### src/nvsc_regs.vh
// constants for the nonvolatile sram host controller
`ifndef NVSC_REGS_VH
`define NVSC_REGS_VH
`define NVSC_ADDR_W        15
`define NVSC_MATCH_W       14
`define NVSC_SEQ_A0        14'h0e38
`define NVSC_SEQ_A1        14'h31c7
`define NVSC_SEQ_A2        14'h03e0
`define NVSC_SEQ_A3        14'h3c1f
`define NVSC_SEQ_A4        14'h303f
`define NVSC_SEQ_SAVE      14'h0fc0
`define NVSC_SEQ_RELOAD    14'h0c63
`define NVSC_CLK_MHZ       100
`define NVSC_SAVE_MS       10
`define NVSC_RELOAD_US     20
`define NVSC_PWRUP_US      550
`define NVSC_SAVE_CYC      (`NVSC_SAVE_MS * 1000 * `NVSC_CLK_MHZ)
`define NVSC_RELOAD_CYC    (`NVSC_RELOAD_US * `NVSC_CLK_MHZ)
`define NVSC_PWRUP_CYC     (`NVSC_PWRUP_US * `NVSC_CLK_MHZ)
`define NVSC_CYC_W         24
`define NVSC_CMD_READ      3'h0
`define NVSC_CMD_WRITE     3'h1
`define NVSC_CMD_SAVE      3'h2
`define NVSC_CMD_RELOAD    3'h3
`endif

### src/nvsc_wait.v
// busy timer: holds busy for a loaded count of clock cycles
`timescale 1ns/1ps
`default_nettype none
module nvsc_wait #(
    parameter W = 24
) (
    // clock and reset
    input  wire         mclk_i,
    input  wire         rst_n_i,
    // control
    input  wire         load_i,
    input  wire [W-1:0] count_i,
    // status
    output wire         busy_o
);
    reg [W-1:0] cnt_q;
    always @(posedge mclk_i or negedge rst_n_i)
    begin
        if (!rst_n_i)
            cnt_q <= {W{1'b0}};
        else if (load_i)
            cnt_q <= count_i;
        else if (cnt_q != {W{1'b0}})
            cnt_q <= cnt_q - {{(W-1){1'b0}}, 1'b1};
    end
    assign busy_o = (cnt_q != {W{1'b0}});
endmodule
`default_nettype wire

### src/nvsc_ctrl.v
// host controller for a byte-wide sram with nonvolatile save and reload
`timescale 1ns/1ps
`default_nettype none
`include "nvsc_regs.vh"
module nvsc_ctrl #(
    parameter SAVE_CYC   = `NVSC_SAVE_CYC,
    parameter RELOAD_CYC = `NVSC_RELOAD_CYC,
    parameter PWRUP_CYC  = `NVSC_PWRUP_CYC
) (
    // clock and reset
    input  wire        mclk_i,
    input  wire        rst_n_i,
    // command port
    input  wire        cmd_valid_i,
    input  wire [2:0]  cmd_op_i,
    input  wire [14:0] cmd_addr_i,
    input  wire [7:0]  cmd_wdata_i,
    input  wire        low_supply_i,
    output reg         cmd_ready_o,
    output reg         rsp_valid_o,
    output reg  [7:0]  rsp_rdata_o,
    output reg         cmd_err_o,
    // memory pins
    output reg         chip_sel_n_o,
    output reg         wr_strobe_n_o,
    output reg         out_gate_n_o,
    output reg  [14:0] byte_address_bus_o,
    output reg  [7:0]  bidir_data_lines_o,
    output reg         bidir_data_lines_oe_o,
    input  wire [7:0]  bidir_data_lines_i
);
    localparam ST_IDLE  = 3'd0;
    localparam ST_SETUP = 3'd1;
    localparam ST_STRB  = 3'd2;
    localparam ST_END   = 3'd3;
    localparam ST_WAIT  = 3'd4;
    localparam ST_PWRUP = 3'd5;

    reg  [2:0]  state_q;
    reg  [2:0]  op_q;
    reg  [2:0]  step_q;
    reg         seq_q;
    reg  [7:0]  wdata_q;
    reg  [14:0] addr_q;
    reg         dirty_q;
    reg         load;
    reg  [23:0] load_cnt;
    wire        busy;
    wire        is_write;
    wire        is_nv;

    // one timer serves power-up, save and reload waits
    nvsc_wait #(
        .W       (`NVSC_CYC_W)
    ) u_wait (
        .mclk_i  (mclk_i),
        .rst_n_i (rst_n_i),
        .load_i  (load),
        .count_i (load_cnt),
        .busy_o  (busy)
    );

    assign is_write = (op_q == `NVSC_CMD_WRITE);
    assign is_nv    = (op_q == `NVSC_CMD_SAVE) ||
                      (op_q == `NVSC_CMD_RELOAD);

    // sixth address selects save or reload; top bit left zero
    function [14:0] seq_addr;
        input [2:0] step;
        input       reload;
        begin
            case (step)
                3'd0:    seq_addr = {1'b0, `NVSC_SEQ_A0};
                3'd1:    seq_addr = {1'b0, `NVSC_SEQ_A1};
                3'd2:    seq_addr = {1'b0, `NVSC_SEQ_A2};
                3'd3:    seq_addr = {1'b0, `NVSC_SEQ_A3};
                3'd4:    seq_addr = {1'b0, `NVSC_SEQ_A4};
                default: seq_addr = reload ?
                                    {1'b0, `NVSC_SEQ_RELOAD} :
                                    {1'b0, `NVSC_SEQ_SAVE};
            endcase
        end
    endfunction

    always @*
    begin
        load     = 1'b0;
        load_cnt = 24'h00_0000;
        if (state_q == ST_END && seq_q && step_q == 3'd5)
        begin
            load     = 1'b1;
            load_cnt = (op_q == `NVSC_CMD_RELOAD) ?
                       RELOAD_CYC[23:0] : SAVE_CYC[23:0];
        end
        else if (state_q == ST_PWRUP && !busy && !seq_q)
        begin
            load     = 1'b1;
            load_cnt = PWRUP_CYC[23:0];
        end
    end

    always @(posedge mclk_i or negedge rst_n_i)
    begin
        if (!rst_n_i)
        begin
            state_q               <= ST_PWRUP;
            op_q                  <= 3'h0;
            step_q                <= 3'h0;
            seq_q                 <= 1'b0;
            wdata_q               <= 8'h00;
            addr_q                <= 15'h0000;
            dirty_q               <= 1'b0;
            cmd_ready_o           <= 1'b0;
            rsp_valid_o           <= 1'b0;
            rsp_rdata_o           <= 8'h00;
            cmd_err_o             <= 1'b0;
            chip_sel_n_o          <= 1'b1;
            wr_strobe_n_o         <= 1'b1;
            out_gate_n_o          <= 1'b1;
            byte_address_bus_o    <= 15'h0000;
            bidir_data_lines_o    <= 8'h00;
            bidir_data_lines_oe_o <= 1'b0;
        end
        else
        begin
            rsp_valid_o <= 1'b0;
            cmd_err_o   <= 1'b0;
            case (state_q)
                ST_PWRUP:
                begin
                    // seq_q marks the power-up timer as loaded
                    if (!seq_q)
                        seq_q <= 1'b1;
                    else if (!busy)
                    begin
                        seq_q       <= 1'b0;
                        state_q     <= ST_IDLE;
                        cmd_ready_o <= 1'b1;
                    end
                end
                ST_IDLE:
                begin
                    if (cmd_valid_i)
                    begin
                        cmd_ready_o <= 1'b0;
                        if (low_supply_i &&
                            (cmd_op_i == `NVSC_CMD_WRITE ||
                             cmd_op_i == `NVSC_CMD_SAVE))
                        begin
                            cmd_err_o   <= 1'b1;
                            rsp_valid_o <= 1'b1;
                            cmd_ready_o <= 1'b1;
                        end
                        else
                        begin
                            op_q    <= cmd_op_i;
                            wdata_q <= cmd_wdata_i;
                            addr_q  <= cmd_addr_i;
                            step_q  <= 3'h0;
                            // whole sequence runs unbroken
                            seq_q   <= (cmd_op_i == `NVSC_CMD_SAVE) ||
                                       (cmd_op_i == `NVSC_CMD_RELOAD);
                            state_q <= ST_SETUP;
                        end
                    end
                end
                ST_SETUP:
                begin
                    // address settles a cycle before chip select falls; the write strobe falls with the address
                    byte_address_bus_o <= seq_q ?
                        seq_addr(step_q, op_q == `NVSC_CMD_RELOAD) :
                        addr_q;
                    wr_strobe_n_o <= ~is_write;
                    bidir_data_lines_o    <= wdata_q;
                    bidir_data_lines_oe_o <= is_write;
                    state_q <= ST_STRB;
                end
                ST_STRB:
                begin
                    // one chip select fall per step, no double clocking
                    chip_sel_n_o <= 1'b0;
                    // gate held off in nv sequence, device floats step six
                    out_gate_n_o <= is_write | is_nv;
                    state_q <= ST_END;
                end
                ST_END:
                begin
                    rsp_rdata_o           <= bidir_data_lines_i;
                    chip_sel_n_o          <= 1'b1;
                    out_gate_n_o          <= 1'b1;
                    wr_strobe_n_o         <= 1'b1;
                    bidir_data_lines_oe_o <= 1'b0;
                    if (seq_q && step_q != 3'd5)
                    begin
                        step_q  <= step_q + 3'd1;
                        state_q <= ST_SETUP;
                    end
                    else if (seq_q)
                    begin
                        // a save clears dirty, as does a reload
                        dirty_q <= 1'b0;
                        seq_q   <= 1'b0;
                        step_q  <= 3'h0;
                        state_q <= ST_WAIT;
                    end
                    else
                    begin
                        if (is_write)
                            dirty_q <= 1'b1;
                        rsp_valid_o <= 1'b1;
                        cmd_ready_o <= 1'b1;
                        state_q     <= ST_IDLE;
                    end
                end
                ST_WAIT:
                begin
                    // no access reaches the device until the timer ends
                    if (!busy)
                    begin
                        rsp_valid_o <= 1'b1;
                        cmd_ready_o <= 1'b1;
                        state_q     <= ST_IDLE;
                    end
                end
                default:
                    state_q <= ST_IDLE;
            endcase
        end
    end
endmodule
`default_nettype wire

### config.mk
export PLATFORM = sky130hd
export DESIGN_NAME = nvsc_ctrl
export DESIGN_NICKNAME = d
export VERILOG_FILES = /design/src/nvsc_wait.v /design/src/nvsc_ctrl.v
export VERILOG_INCLUDE_DIRS = /design/src
export SDC_FILE = /design/constraint.sdc
export NUM_CORES = 1
export LEC_CHECK = 0
export BUFFER_PORTS_ARGS = -buffer_cell sky130_fd_sc_hd__buf_2
export CELL_PAD_IN_SITES_DETAIL_PLACEMENT = 0
export CELL_PAD_IN_SITES_GLOBAL_PLACEMENT = 2
export CORE_UTILIZATION = 36
export DETAILED_ROUTE_END_ITERATION = 7
export PLACE_DENSITY_LB_ADDON = 0.25
export SETUP_SLACK_MARGIN = 0.2
export SYNTH_ARGS = -nofsm -noshare
export SYNTH_HDL_FRONTEND = slang
export SYNTH_SLANG_ARGS = --single-unit
### constraint.sdc
create_clock -name mclk_i -period 2.6 [get_ports mclk_i]
set_clock_uncertainty 0.1 [all_clocks]
set_input_delay 0.52 -clock mclk_i [delete_from_list [all_inputs] [get_ports mclk_i]]
set_output_delay 0.52 -clock mclk_i [all_outputs]
set_load 0.03 [all_outputs]
=== Word-level counts from Yosys, hierarchy flattened ===
Cells that the tools add are included.

* Add/sub/neg operators: 2
* Eq/ne operators: 23
* Muxes and demuxes: 45
* Bitwise gates (word level): 3
* Reduce and logical (&&, ||, !) cells: 25

{| class="wikitable"
|+ Operators by type and width
! kind !! count
|-
| $pmux W14 S5 || 1
|-
| $mux W24 || 2
|-
| $mux W20 || 2
|-
| $mux W3 || 10
|-
| $eq A3 B2 Y1 const B || 8
|-
| $reduce_bool A24 Y1 || 1
|-
| $sub A24 B1 Y24 const B || 1
|-
| $mux W1 || 18
|-
| $pmux W3 S6 || 1
|-
| $mux W16 || 1
|-
| $mux W15 || 1
|-
| $eq A3 B1 Y1 const B || 4
|-
| $eq A3 B3 Y1 const B || 4
|-
| $mux W10 || 1
|-
| $ne A2 B2 Y1 const B || 5
|-
| $pmux W1 S2 || 4
|-
| $reduce_and A4 Y1 || 2
|-
| $reduce_bool A2 Y1 || 4
|-
| $logic_and A1 B1 Y1 || 6
|-
| $logic_not A3 Y1 || 2
|-
| $pmux W1 S3 || 2
|-
| $pmux W3 S2 || 1
|-
| $reduce_and A3 Y1 || 2
|-
| $reduce_and A5 Y1 || 1
|-
| other kinds (10) || 14
|}

* Flip-flop bits (word level): 95
* Input bits: 38
* Logic and storage cells: 115

=== Longest topological paths before layout ===
Gate-level depths: netlist (run 1).

* Word-level depth: 7
* Gate-level depth with buffers: 7
* Depth with buffers taken out: 7

=== By module ===
A second synthesis (run 1) with hierarchy kept.

* Cell total of the unflattened synthesis: 493
* Area total of the unflattened synthesis: 4,953.5 µm²

{| class="wikitable"
|+ Modules (own cells, without submodules)
! module !! times used !! cells an instance !! area each (µm²) !! sequential area each (µm²)
|-
| nvsc_ctrl || 1 || 317 || 3,369.5 || 1,783.0
|-
| nvsc_wait || 1 || 176 || 1,584.0 || 600.6
|}

=== Worst setup path after synthesis (run 1) ===
OpenSTA, ideal clock, no wires.

* Path type: register -> register
* From: register state_q[0]
* To: register u_wait.cnt_q[4]
* Library setup time: 130 ps
* Arrival time: 1,771 ps
* Setup slack: 599 ps
* Stages on the path, launching flop included: 8
* Path buffers: 2
* Period minus slack after synthesis: 2,001 ps
* Cell sequence: dfstp_2 buf_4 nor2b_1 nand3_1 or2_2 buf_2 nand2_1 o21ai_0

* Cells in the longest elaborated chain, start to end: 6
* Elaborated cells on any way between the ends: 12

{| class="wikitable"
|+ RTL lines
! item !! line !! RTL
|-
| from (decl) || nvsc_ctrl.v:39 || <nowiki>reg [2:0] state_q;</nowiki>
|-
| from (signal assigned) || nvsc_ctrl.v:106 || <nowiki>state_q <= ST_PWRUP;</nowiki>
|-
| from (signal assigned) || nvsc_ctrl.v:137 || <nowiki>state_q <= ST_IDLE;</nowiki>
|-
| from (signal assigned) || nvsc_ctrl.v:163 || <nowiki>state_q <= ST_SETUP;</nowiki>
|-
| $eq A3 B3 Y1 || nvsc_ctrl.v:95 || <nowiki>else if (state_q == ST_PWRUP && !busy && !seq_q)</nowiki>
|-
| $logic_and A1 B1 Y1 (2 in series) || nvsc_ctrl.v:95 ||
|-
| $mux W16 or $mux W1 (tied branches) || nvsc_ctrl.v:95 ||
|-
| $mux W20 or $mux W1 (tied branches) || nvsc_ctrl.v:89 || <nowiki>if (state_q == ST_END && seq_q && step_q == 3'd5)</nowiki>
|-
| $mux W24 or $reduce_bool A2 Y1 (tied branches) || -- ||
|-
| to (signal assigned) || nvsc_wait.v:20 || <nowiki>cnt_q <= {W{1'b0}};</nowiki>
|-
| to (signal assigned) || nvsc_wait.v:22 || <nowiki>cnt_q <= count_i;</nowiki>
|-
| to (signal assigned) || nvsc_wait.v:24 || <nowiki>cnt_q <= cnt_q - {{(W-1){1'b0}}, 1'b1};</nowiki>
|-
| to (decl) || nvsc_wait.v:16 || <nowiki>reg [W-1:0] cnt_q;</nowiki>
|}

Several ways; a longest one is shown, not always the timed one.
A chain may end at the register's enable or synchronous reset.

=== Worst setup path after layout (run 1) ===
* From: register u_wait.cnt_q[10]
* To: register u_wait.cnt_q[17]

* Cells in the longest elaborated chain, start to end: 7
* Elaborated cells on any way between the ends: 10

{| class="wikitable"
|+ RTL lines
! item
|-
| branches (longest 7 deep; another with $sub A24 B1 Y24)
|}

Parallel ways; which one is timed is not known. The select of a mux whose other input is x is not followed.

==> results.txt, run 1 <==
----------------------------------------------------
[Synth]
  Number of storage elements in the synthesis netlist ... 95
  Syn Std Cell Area ... 0.00442 mm²
  Cell taking the most area after synthesis ... sky130_fd_sc_hd__dfrtp_1
  Number of different library cells in the post-synthesis netlist ... 53
  Ys flop type ... sky130_fd_sc_hd__dfrtp_1
  Fraction of post-synthesis cell area in the top cell type by area ... 51.0%
  Async set-reset flop share out of synthesis ... 100%
  Part of the Yosys area used for sequential elements ... 53.9%
  Post-Syn Nets ... 469
  Area contributors post-synth ... sky130_fd_sc_hd__dfrtp_1 (51%), sky130_fd_sc_hd__mux2_2 (8.7%), sky130_fd_sc_hd__nand2_1 (5.1%)
  Post-Syn Area per Cell ... 10.4 µm²
  Cell count after synthesis ... 424
  Synth warn ... 0
  Count of flip-flops with a built-in enable after synthesis ... 0

[Cells and area]
  Non-filler instance count after layout ... 655
  Share of final-layout standard cells stronger than drive strength 1 ... 29.9%
  Area Overhead vs Synth ... 20.3%
  NumNets Final ... 548
  Antenna cell count ... 0
  Most common cell after layout, fill and taps aside ... sky130_fd_sc_hd__dfrtp_1
  Leading cell types in the layout, fill and taps excluded ... sky130_fd_sc_hd__dfrtp_1 (90), sky130_fd_sc_hd__buf_2 (74), sky130_fd_sc_hd__nand2_1 (60)

[Route]
  Starting DRT DRC Count ... 180
  Number of antenna-violating nets in the routed design ... 0
  Number of remaining DRC errors ... 0
  Via total after detailed routing ... 3,391
  Final wirelength ... 10.2 mm
  Wire length per cell ... 15.6 µm
  Number of vias per cell after detailed routing ... 5.18
  Iteration count of the initial detailed-routing pass ... 6

[Worst hold path]
  Hold/Removal Path Class ... in -> async

[Global route]
  Pin count of the biggest net entering global routing ... 66
  Vias in the first global route ... 3,268
  Total overflow reported by the global router ... 0
  Wire length of the first global-routing pass ... 16.9 mm
  Number of antenna violations at the first check in global routing ... 0
  GRT Overall Usage ... 17.4%

[Clocking]
  CTS Buf Count ... 9
  Maximum buffer depth of the clock tree ... 2
  Clock Pin Slew Worst Setup and Hold Paths ... 0.06 ns
  TritonCTS clock tree ... yes
  Buffer cell driving the clock tree root ... sky130_fd_sc_hd__clkbuf_16
  Clock sink total ... 95
  Clock insertion delay at the later pin of the skew report ... 0.34 ns
  CTS Hold Bufs ... 0
  Deepest level of the CTS H-tree ... 3
  Post CTS Setup Buffer Count ... 0

[Critical path]
  Cell depth of the worst flop-to-flop path ... 5
  Kind of critical path ... reg -> reg
  Max FO, Critical Path ... 9
  Slowest stage cell, crit path ... sky130_fd_sc_hd__dfrtp_1
  Required @ worst endpoint ... 2.71 ns
  Sequence of cells on the critical path ... nor4_4, nand4_2, or2_1, nand2_1, o21ai_0
  Worst Path Arrival ... 2.27 ns
  Highest cell delay on the worst timing path ... 0.45 ns
  Setup crit end kind ... register
  Startpoint type of the worst setup path ... register

[Timing]
  Setup repair after global routing missed its margin ... false
  Rel. slew slack ... 66.1%
  Total negative slack ... 0 ns
  Transition time at the pin with the least slew margin ... 0.504 ns
  Slew Viols, Final ... 0
  Final count of hold timing violations ... 0
  Achievable clock frequency ... 0.462 GHz
  Period minus WS final ... 2.16 ns
  Ratio of final minimum period to clock period ... 83.2%
  Final setup violation count ... 0
  Hold WS ... 0.0157 ns

[Placed design]
  Gpl congestion ... 0.753
  Number of buffers added on ports ... 75
  Placed cell count ... 639
  HPWL Detailed ... 6.98 mm

[Die]
  Width of the chip ... 113 µm
  Core footprint ... 0.0120 mm²
  Starting density of the core ... 36.8%
  Standard-cell row count ... 40
  Height of the chip ... 113 µm
  Area of the die ... 0.0127 mm²
  Number of primary I/O pins ... 76

[Power and ir drop]
  Maximum ir drop on the vdd rail ... 0.656 mV
  Pleak ... 2.43 nW
  P per Cell Area ... 1340 mW/mm²
  Power Total ... 7.13 mW

[Job]
  Total of max-cap violations ... 0

[Status]
  Status ... completed

----------------------------------------------------
==> synth_stat cells, types with 8 or more instances <==
| library cell | count |
|---|---|
| sky130_fd_sc_hd__o21ai_0 | 33 |
| sky130_fd_sc_hd__dfrtp_1 | 90 |
| sky130_fd_sc_hd__clkbuf_1 | 12 |
| sky130_fd_sc_hd__nand2_1 | 60 |
| sky130_fd_sc_hd__a21oi_1 | 17 |
| sky130_fd_sc_hd__inv_1 | 9 |
| sky130_fd_sc_hd__mux2_2 | 34 |
| sky130_fd_sc_hd__nand3_1 | 13 |
| sky130_fd_sc_hd__nor2_1 | 32 |
| sky130_fd_sc_hd__nor4_1 | 8 |
| sky130_fd_sc_hd__xnor2_1 | 8 |
| sky130_fd_sc_hd__nor3_1 | 13 |
==> layout make-up <==
type,count,area (µm²)
clock buffer,10,239
clock inverter,6,58.8
fill,1160,6690
inverter,10,37.5
multi-input combinational,300,1920
sequential,95,2380
tap,147,184
timing repair buffer,87,493
==> flip-flops by register name (all words and copies together) (netlist names) <==
name / count
addr_q: 15
bidir_data_lines_o: 8
bidir_data_lines_oe_o: 1
byte_address_bus_o: 15
chip_sel_n_o: 1
cmd_err_o: 1
cmd_ready_o: 1
op_q: 3
out_gate_n_o: 1
rsp_rdata_o: 8
rsp_valid_o: 1
seq_q: 1
state_q: 3
step_q: 3
u_wait.cnt_q: 24
wdata_q: 8
wr_strobe_n_o: 1
==> timing repair <==
item,4_1_cts,5_1_grt
resized for setup,0,2
hold endpoints to repair,0,0
endpoints found under the setup margin,0,7
==> critical path, delay by kind of cell, from the launching register on <==
| family | cells | cell delay, ns |
|---|---|---|
| flip-flops | 1 | 0.45 |
| AND/OR/NAND/NOR | 4 | 1.33 |
| AO/OA/AOI/OAI | 1 | 0.15 |
==> per-layer routing <==
metal  GRT usage [%]  wire length [µm]  vias up  share of wire (%)
met5               0                 0        -                  0
met4            7.73               143        0                1.4
met3            3.48               394        9                3.9
met2            25.4              4550       77                 45
met1            24.9              5120     1653                 50
li1                -                 -     1652                  -
==> worst paths after layout <==
kind                                              start                            to  slack [ns]
hold / removal                                  rst_n_i  u_wait.cnt_q[16]$_DFFE_PN0P_        0.02
hold reg to reg                chip_sel_n_o$_DFFE_PN1P_      chip_sel_n_o$_DFFE_PN1P_        0.36
setup / recovery           u_wait.cnt_q[10]$_DFFE_PN0P_  u_wait.cnt_q[17]$_DFFE_PN0P_        0.44
setup reg to reg           u_wait.cnt_q[10]$_DFFE_PN0P_  u_wait.cnt_q[17]$_DFFE_PN0P_        0.44
max in group asynchronous                       rst_n_i      out_gate_n_o$_DFFE_PN1P_        1.64
min in group mclk_i                      cmd_wdata_i[0]        wdata_q[0]$_DFFE_PN0P_        0.30
==> cells by family (layout without fill, tap and decap cells) <==
family	after synthesis	in the layout	synth area share, %
AO/OA/AOI/OAI	80	80	10.9
XOR/XNOR	14	14	2.77
adder cells (fa/ha/maj)	7	7	1.98
buffers and inverters	29	113	2.92
flip-flops	95	95	53.9
multiplexers	35	35	8.89
AND/OR/NAND/NOR	164	164	18.6
==> metrics by stage <==
stage	area (µm²)	utilization (%)	setup WS, ns
finish	5320	44.3	0.436
global route	5320	44.3	0.268
CTS	5300	44.1	0.332
detailed placement	5000	41.7	0.328
global placement	5000	41.7	0.422
floorplan	4420	-	0.599
==> where the power goes <==
group	internal, mW	leakage [nW]	total, mW	switching (mW)
sequential	2.21	1.15	2.79	0.573
combinational	1.23	1.13	3.02	1.79
clock	0.768	0.152	1.32	0.557
Note: power is estimated with default switching activity, not from simulation.
==> run 2: changes to the inputs <==
==> constraint.sdc (replaced) <==
create_clock -name mclk_i -period 2 [get_ports mclk_i]
set_clock_uncertainty 0.1 [all_clocks]
set_input_delay 0.4 -clock mclk_i [delete_from_list [all_inputs] [get_ports mclk_i]]
set_output_delay 0.4 -clock mclk_i [all_outputs]
set_load 0.03 [all_outputs]
==> results.txt, run 2 (synthesized netlist as in run 1, its figures left out) <==
----------------------------------------------------
[Status]
  Status ... completed

[Die]
  Standard-cell row count ... 40 (unchanged)
  Area of the die ... 0.0127 mm² (unchanged)
  Core footprint ... 0.0120 mm² (unchanged)
  Width of the chip ... 113 µm (unchanged)
  Number of primary I/O pins ... 76 (unchanged)
  Starting density of the core ... 36.8% (unchanged)
  Height of the chip ... 113 µm (unchanged)

[Clocking]
  Clock insertion delay at the later pin of the skew report ... 0.35 ns (about the same)
  Clock Pin Slew Worst Setup and Hold Paths ... 0.07 ns (about the same)
  Clock sink total ... 95 (unchanged)
  Buffer cell driving the clock tree root ... sky130_fd_sc_hd__clkbuf_16
  Deepest level of the CTS H-tree ... 3 (unchanged)
  CTS Buf Count ... 9 (unchanged)
  TritonCTS clock tree ... yes
  Maximum buffer depth of the clock tree ... 2 (unchanged)

[Timing]
  Transition time at the pin with the least slew margin ... 0.485 ns (-0.0190 ns)
  Setup repair after global routing missed its margin ... true
  Rel. slew slack ... 67.4% (+1.3 points)
  Total negative slack ... 0 ns (unchanged)
  Slew Viols, Final ... 0 (unchanged)
  Achievable clock frequency ... 0.510 GHz (+10%)
  Final count of hold timing violations ... 0 (unchanged)
  Final setup violation count ... 0 (unchanged)
  Ratio of final minimum period to clock period ... 98.0% (+15 points)
  Period minus WS final ... 1.96 ns (-0.204 ns)

[Placed design]
  Placed Area ... 0.00527 mm² (+5.3%)
  HPWL Detailed ... 7.56 mm (+8.3%)
  Gpl congestion ... 0.793 (+5.3%)
  Placed cell count ... 670 (+4.9%)
  Number of buffers added on ports ... 75 (unchanged)

[Route]
  Via total after detailed routing ... 3,561 (+5.0%)
  Starting DRT DRC Count ... 156 (-13%)
  Wire length per cell ... 15.6 µm (about the same)
  Number of remaining DRC errors ... 0 (unchanged)
  Number of vias per cell after detailed routing ... 5.09 (-1.7%)
  Final wirelength ... 10.9 mm (+7.0%)
  Number of antenna-violating nets in the routed design ... 0 (unchanged)
  Iteration count of the initial detailed-routing pass ... 4 (-2)

[Cells and area]
  Most common cell after layout, fill and taps aside ... sky130_fd_sc_hd__dfrtp_1
  Fin area ... 0.00601 mm² (+13%)
  Antenna cell count ... 0 (unchanged)
  Leading cell types in the layout, fill and taps excluded ... sky130_fd_sc_hd__dfrtp_1 (86), sky130_fd_sc_hd__buf_2 (74), sky130_fd_sc_hd__nand2_1 (58)
  Largest register FFs ... 24 (unchanged)
  Register name with the most flops ... u_wait.cnt_q
  Non-filler instance count after layout ... 700 (+6.9%)
  Area Overhead vs Synth ... 35.9%
  Share of final-layout standard cells stronger than drive strength 1 ... 44.3% (+14 points)
  NumNets Final ... 593 (+8.2%)
  Largest registers ... u_wait.cnt_q x24, addr_q x15, byte_address_bus_o x15

[Critical path]
  Setup crit end kind ... register
  Max FO, Critical Path ... 4 (-5)
  Top cell by count, worst path ... sky130_fd_sc_hd__or4_4
  Slowest stage cell, crit path ... sky130_fd_sc_hd__or4_4
  Required @ worst endpoint ... 2.17 ns (-0.54 ns)
  Crit path buf inv count ... 0 (unchanged)
  Highest cell delay on the worst timing path ... 0.56 ns (+0.11 ns)
  Startpoint of the lowest-slack register-to-register path ... u_wait.cnt_q[9]$_DFFE_PN0P_
  Kind of critical path ... reg -> reg
  Worst Path Arrival ... 2.13 ns (-0.14 ns)
  CP Launch Point ... u_wait.cnt_q[9]$_DFFE_PN0P_
  Sequence of cells on the critical path ... or4_4, or4_4, xor2_1, a21oi_1
  Cell family with most CP delay ... simple AND/OR/NAND/NOR gates
  Startpoint type of the worst setup path ... register

[Power and ir drop]
  Pleak ... 2.72 nW (+12%)
  P per Cell Area ... 1670 mW/mm² (+25%)
  Maximum ir drop on the vdd rail ... 0.848 mV (+29%)
  Power Total ... 10.1 mW (+41%)

[Global route]
  GRT Overall Usage ... 18.3% (+0.85 points)
  Total overflow reported by the global router ... 0 (unchanged)
  Pin count of the biggest net entering global routing ... 38 (-42%)
  Number of antenna violations at the first check in global routing ... 0 (unchanged)
  Vias in the first global route ... 3,562 (+9.0%)
  Wire length of the first global-routing pass ... 17.9 mm (+5.7%)

[Worst hold path]
  Beginning of the worst hold path ... cmd_wdata_i[2]
  Hold/Removal Path Class ... in -> reg

[Job]
  Total of max-cap violations ... 0 (unchanged)

----------------------------------------------------
[run 2: cell count changes in the layout (fill, tap and decap cells not counted), moves of 4 or more]
cell / before / now
sky130_fd_sc_hd__buf_4: 11 / 44
sky130_fd_sc_hd__buf_6: 0 / 10
sky130_fd_sc_hd__nor3_1: 13 / 6
sky130_fd_sc_hd__nor3_2: 1 / 7
sky130_fd_sc_hd__dfrtp_1: 90 / 86
sky130_fd_sc_hd__dfrtp_2: 0 / 4
sky130_fd_sc_hd__nand3_1: 13 / 9
sky130_fd_sc_hd__nor2_1: 32 / 28
sky130_fd_sc_hd__nor4_1: 7 / 3
sky130_fd_sc_hd__o21ai_0: 33 / 29
sky130_fd_sc_hd__or4_1: 4 / 0
sky130_fd_sc_hd__or4_4: 0 / 4
[run 2: worst reg2reg max path: stages (launching register included)]
cell	delay (ns)
sky130_fd_sc_hd__dfrtp_2	0.44
sky130_fd_sc_hd__or4_4	0.56
sky130_fd_sc_hd__or4_4	0.50
sky130_fd_sc_hd__xor2_1	0.15
sky130_fd_sc_hd__a21oi_1	0.13
[run 2: stage by stage]
stage / worst slack (ns) / util [%] / hold slack, ns
after floorplan: 0.129 / - / 0.00441
after global placement: 0.0350 / 43.9 / 0.266
after detailed placement: 0.0228 / 43.9 / 0.268
after CTS: 0.115 / 48.0 / 0.169
after global routing: -0.0340 / 50.0 / 0.172
final: 0.0402 / 50.0 / 0.181
[run 2: path summary, 6_finish.rpt]
| path | slack, ns | depth (start not counted) | endpoint |
|---|---|---|---|
| setup / recovery | 0.04 | 4 | u_wait.cnt_q[15]$_DFFE_PN0P_ |
| hold / removal | 0.18 | 2 | wdata_q[2]$_DFFE_PN0P_ |
| hold reg to reg | 0.36 | 2 | chip_sel_n_o$_DFFE_PN1P_ |
| setup reg to reg | 0.04 | 4 | u_wait.cnt_q[15]$_DFFE_PN0P_ |
| min in group asynchronous | 0.43 | 2 | u_wait.cnt_q[11]$_DFFE_PN0P_ |
| max in group asynchronous | 0.80 | 3 | wr_strobe_n_o$_DFFE_PN1P_ |
[run 2: timing repair]
action	in CTS	in global routing
hold endpoints to repair	22	0
pin swaps	12	19
endpoints found under the setup margin	29	39
resized for setup	32	45
cloned	0	0
hold buffers	1	0
buffers inserted	7	6
[run 2: routing by layer]
layer  track usage (%)  part of all wire [%]  routed length (µm)  vias up
li1                  -                     -                   -     1745
met1              25.2                    50                5500     1727
met2              27.8                    44                4820       73
met3              3.37                   3.3                 360       16
met4              8.62                   2.1                 233        0
met5                 0                     0                   0        -
[run 2: area by class of cell]
type / instances / area (µm²)
clock buffer: 12 / 256
clock inverter: 4 / 28.8
fill: 1144 / 6000
inverter: 10 / 37.5
multi-input combinational: 300 / 2230
sequential: 95 / 2390
tap: 147 / 184
timing repair buffer: 132 / 883
[run 2: report_power, final]
group / internal (mW) / switching (mW) / total (mW)
combinational: 2.09 / 2.73 / 4.82
sequential: 2.89 / 0.673 / 3.56
clock: 0.914 / 0.753 / 1.67
total: 5.89 / 4.16 / 10.1
==> run 3: changes to the inputs <==
--- a/config.mk
+++ b/config.mk
@@ -9,6 +9,7 @@
 export BUFFER_PORTS_ARGS = -buffer_cell sky130_fd_sc_hd__buf_2
 export CELL_PAD_IN_SITES_DETAIL_PLACEMENT = 0
 export CELL_PAD_IN_SITES_GLOBAL_PLACEMENT = 2
+export CORE_MARGIN = 4
 export CORE_UTILIZATION = 36
 export DETAILED_ROUTE_END_ITERATION = 7
 export PLACE_DENSITY_LB_ADDON = 0.25
==> results.txt, run 3 (synthesized netlist as in run 1, its figures left out) <==
----------------------------------------------------
[Critical path]
  Highest cell delay on the worst timing path ... 0.42 ns (-0.14 ns)
  Startpoint type of the worst setup path ... register
  Max FO, Critical Path ... 5 (+1)
  Slowest stage cell, crit path ... sky130_fd_sc_hd__dfrtp_1
  Top cell by count, worst path ... sky130_fd_sc_hd__buf_4
  Kind of critical path ... reg -> reg
  Worst Path Arrival ... 2.08 ns (-0.05 ns)
  Setup crit end kind ... register
  Sequence of cells on the critical path ... nor4_4, buf_4, buf_4, nand3_2, nor4_2, xnor2_1, a21oi_1
  Required @ worst endpoint ... 2.12 ns (-0.05 ns)
  Cell depth of the worst flop-to-flop path ... 7 (+3)

[Clocking]
  Maximum buffer depth of the clock tree ... 2 (unchanged)
  Clock insertion delay at the later pin of the skew report ... 0.34 ns (about the same)
  TritonCTS clock tree ... yes
  CTS Buf Count ... 9 (unchanged)
  Clock sink total ... 95 (unchanged)
  Clock Pin Slew Worst Setup and Hold Paths ... 0.07 ns (about the same)
  Buffer cell driving the clock tree root ... sky130_fd_sc_hd__clkbuf_16
  Deepest level of the CTS H-tree ... 3 (unchanged)

[Route]
  Starting DRT DRC Count ... 160 (+2.6%)
  Number of vias per cell after detailed routing ... 5.06 (-0.54%)
  Number of remaining DRC errors ... 0 (unchanged)
  Via total after detailed routing ... 3,562 (+0.028%)
  WL met1 ... 5.39 mm (-2.1%)
  Number of antenna-violating nets in the routed design ... 0 (unchanged)
  Highest metal used ... met4
  Final wirelength ... 10.8 mm (-1.0%)
  Met2 wire length ... 4.81 mm (-0.12%)
  Wire length per cell ... 15.3 µm (-1.6%)
  Amount of wire on met3 after detailed routing ... 379 µm (+5.3%)
  Iteration count of the initial detailed-routing pass ... 4 (unchanged)

[Placed design]
  Pre-CTS WS ... 0.0409 ns (+0.0181 ns)
  Number of buffers added on ports ... 75 (unchanged)
  Placed Area ... 0.00532 mm² (+1.0%)
  Gpl congestion ... 0.809 (+2.0%)
  HPWL Detailed ... 7.75 mm (+2.5%)

[Cells and area]
  Largest registers ... u_wait.cnt_q x24, addr_q x15, byte_address_bus_o x15
  Largest register FFs ... 24 (unchanged)
  Fin area ... 0.00596 mm² (-0.75%)
  Count of filler cells inserted in the layout ... 1,135 (-0.79%)
  Most common cell after layout, fill and taps aside ... sky130_fd_sc_hd__dfrtp_1
  Antenna cell count ... 0 (unchanged)
  NumNets Final ... 597 (+0.67%)
  Register name with the most flops ... u_wait.cnt_q
  Leading cell types in the layout, fill and taps excluded ... sky130_fd_sc_hd__dfrtp_1 (89), sky130_fd_sc_hd__buf_2 (74), sky130_fd_sc_hd__nand2_1 (59)
  Area Overhead vs Synth ... 34.9%
  Share of final-layout standard cells stronger than drive strength 1 ... 42.0% (-2.3 points)

[Global route]
  Wire length of the first global-routing pass ... 18.2 mm (+1.5%)
  Number of antenna violations at the first check in global routing ... 0 (unchanged)
  GRT Overall Usage ... 16.1% (-2.2 points)
  Vias in the first global route ... 3,558 (-0.11%)
  Total overflow reported by the global router ... 0 (unchanged)
  Pin count of the biggest net entering global routing ... 39 (+2.6%)

[Die]
  Area of the die ... 0.0141 mm² (+11%)
  Core footprint ... 0.0120 mm² (unchanged)
  Width of the chip ... 119 µm (+5.3%)
  Height of the chip ... 119 µm (+5.3%)
  Standard-cell row count ... 40 (unchanged)
  Starting density of the core ... 36.8% (unchanged)
  Number of primary I/O pins ... 76 (unchanged)

[Worst hold path]
  Hold/Removal Path Class ... in -> reg
  Hold Crit Depth ... 2 (unchanged)

[Timing]
  Slew Viols, Final ... 0 (unchanged)
  Final setup violation count ... 0 (unchanged)
  Final count of hold timing violations ... 0 (unchanged)
  Period minus WS final ... 1.95 ns (-0.00485 ns)
  Hold WS ... 0.181 ns (+0.0000130 ns)
  Setup repair after global routing missed its margin ... true
  Transition time at the pin with the least slew margin ... 0.415 ns (-0.0703 ns)
  Rel. slew slack ... 72.3% (+4.9 points)
  Total negative slack ... 0 ns (unchanged)
  Final WS setup ... 0.0451 ns (+0.00485 ns)
  Ratio of final minimum period to clock period ... 97.7% (-0.24 points)
  Achievable clock frequency ... 0.512 GHz (+0.25%)

[Power and ir drop]
  Pleak ... 2.75 nW (+1.1%)
  Maximum ir drop on the vdd rail ... 0.818 mV (-3.5%)
  P per Cell Area ... 1690 mW/mm² (+1.0%)

[Status]
  Status ... completed

[Job]
  Total of max-cap violations ... 0 (unchanged)

----------------------------------------------------
## run 3: path summary, 6_finish.rpt
check / slack (ns) / to / from
setup / recovery: 0.05 / u_wait.cnt_q[12]$_DFFE_PN0P_ / u_wait.cnt_q[5]$_DFFE_PN0P_
hold / removal: 0.18 / wdata_q[3]$_DFFE_PN0P_ / cmd_wdata_i[3]
setup reg to reg: 0.05 / u_wait.cnt_q[12]$_DFFE_PN0P_ / u_wait.cnt_q[5]$_DFFE_PN0P_
hold reg to reg: 0.36 / chip_sel_n_o$_DFFE_PN1P_ / chip_sel_n_o$_DFFE_PN1P_
max in group asynchronous: 0.76 / wr_strobe_n_o$_DFFE_PN1P_ / rst_n_i
min in group asynchronous: 0.44 / u_wait.cnt_q[15]$_DFFE_PN0P_ / rst_n_i
## run 3: critical path, delay by kind of cell, from the launching register on
family,cells,cell delay (ns)
xor gates and xnor gates,1,0.18
AOI/OAI and AO/OA,1,0.11
buffers and inverters,2,0.30
and+or+nand+nor,3,0.74
DFF,1,0.42
## run 3: power breakdown
| part | total, mW | switching (mW) | internal [mW] |
|---|---|---|---|
| clock | 1.84 | 0.744 | 1.10 |
| sequential | 3.51 | 0.627 | 2.88 |
| combinational | 4.72 | 2.68 | 2.05 |
## run 3: routing by layer
layer	vias to the layer above	global-route usage, %
met3	19	2.87
met4	0	6.30
met5	-	0
li1	1762	-
met1	1698	23.3
met2	83	23.8
## run 3: layout make-up
cell class	count	area (µm²)	area share (%)
multi-input cells	300	2140	35.8
well taps	147	184	3.08
inverters	10	37.5	0.630
flip-flops and latches	95	2380	40.0
clock inverters	7	95.1	1.59
clock buffers	9	225	3.78
repair buffers	136	898	15.1
## run 3: stage by stage
step           total power [mW]  util [%]  std cells
6_report                   10.1      49.6        704
4_1_cts                    10.0      48.4        702
5_1_grt                    10.9      49.6        704
3_3_place_gp               7.88      44.3        677
2_1_floorplan              6.41         -        424
3_5_place_dp               7.96      44.3        677
## run 3: repair_timing
item                       4_1_cts  5_1_grt
resized for setup               24       27
hold buffers                     1        0
setup buffers                    8        2
hold endpoints to repair        25        0
pin swaps                       11        7
setup endpoints to repair       29       35
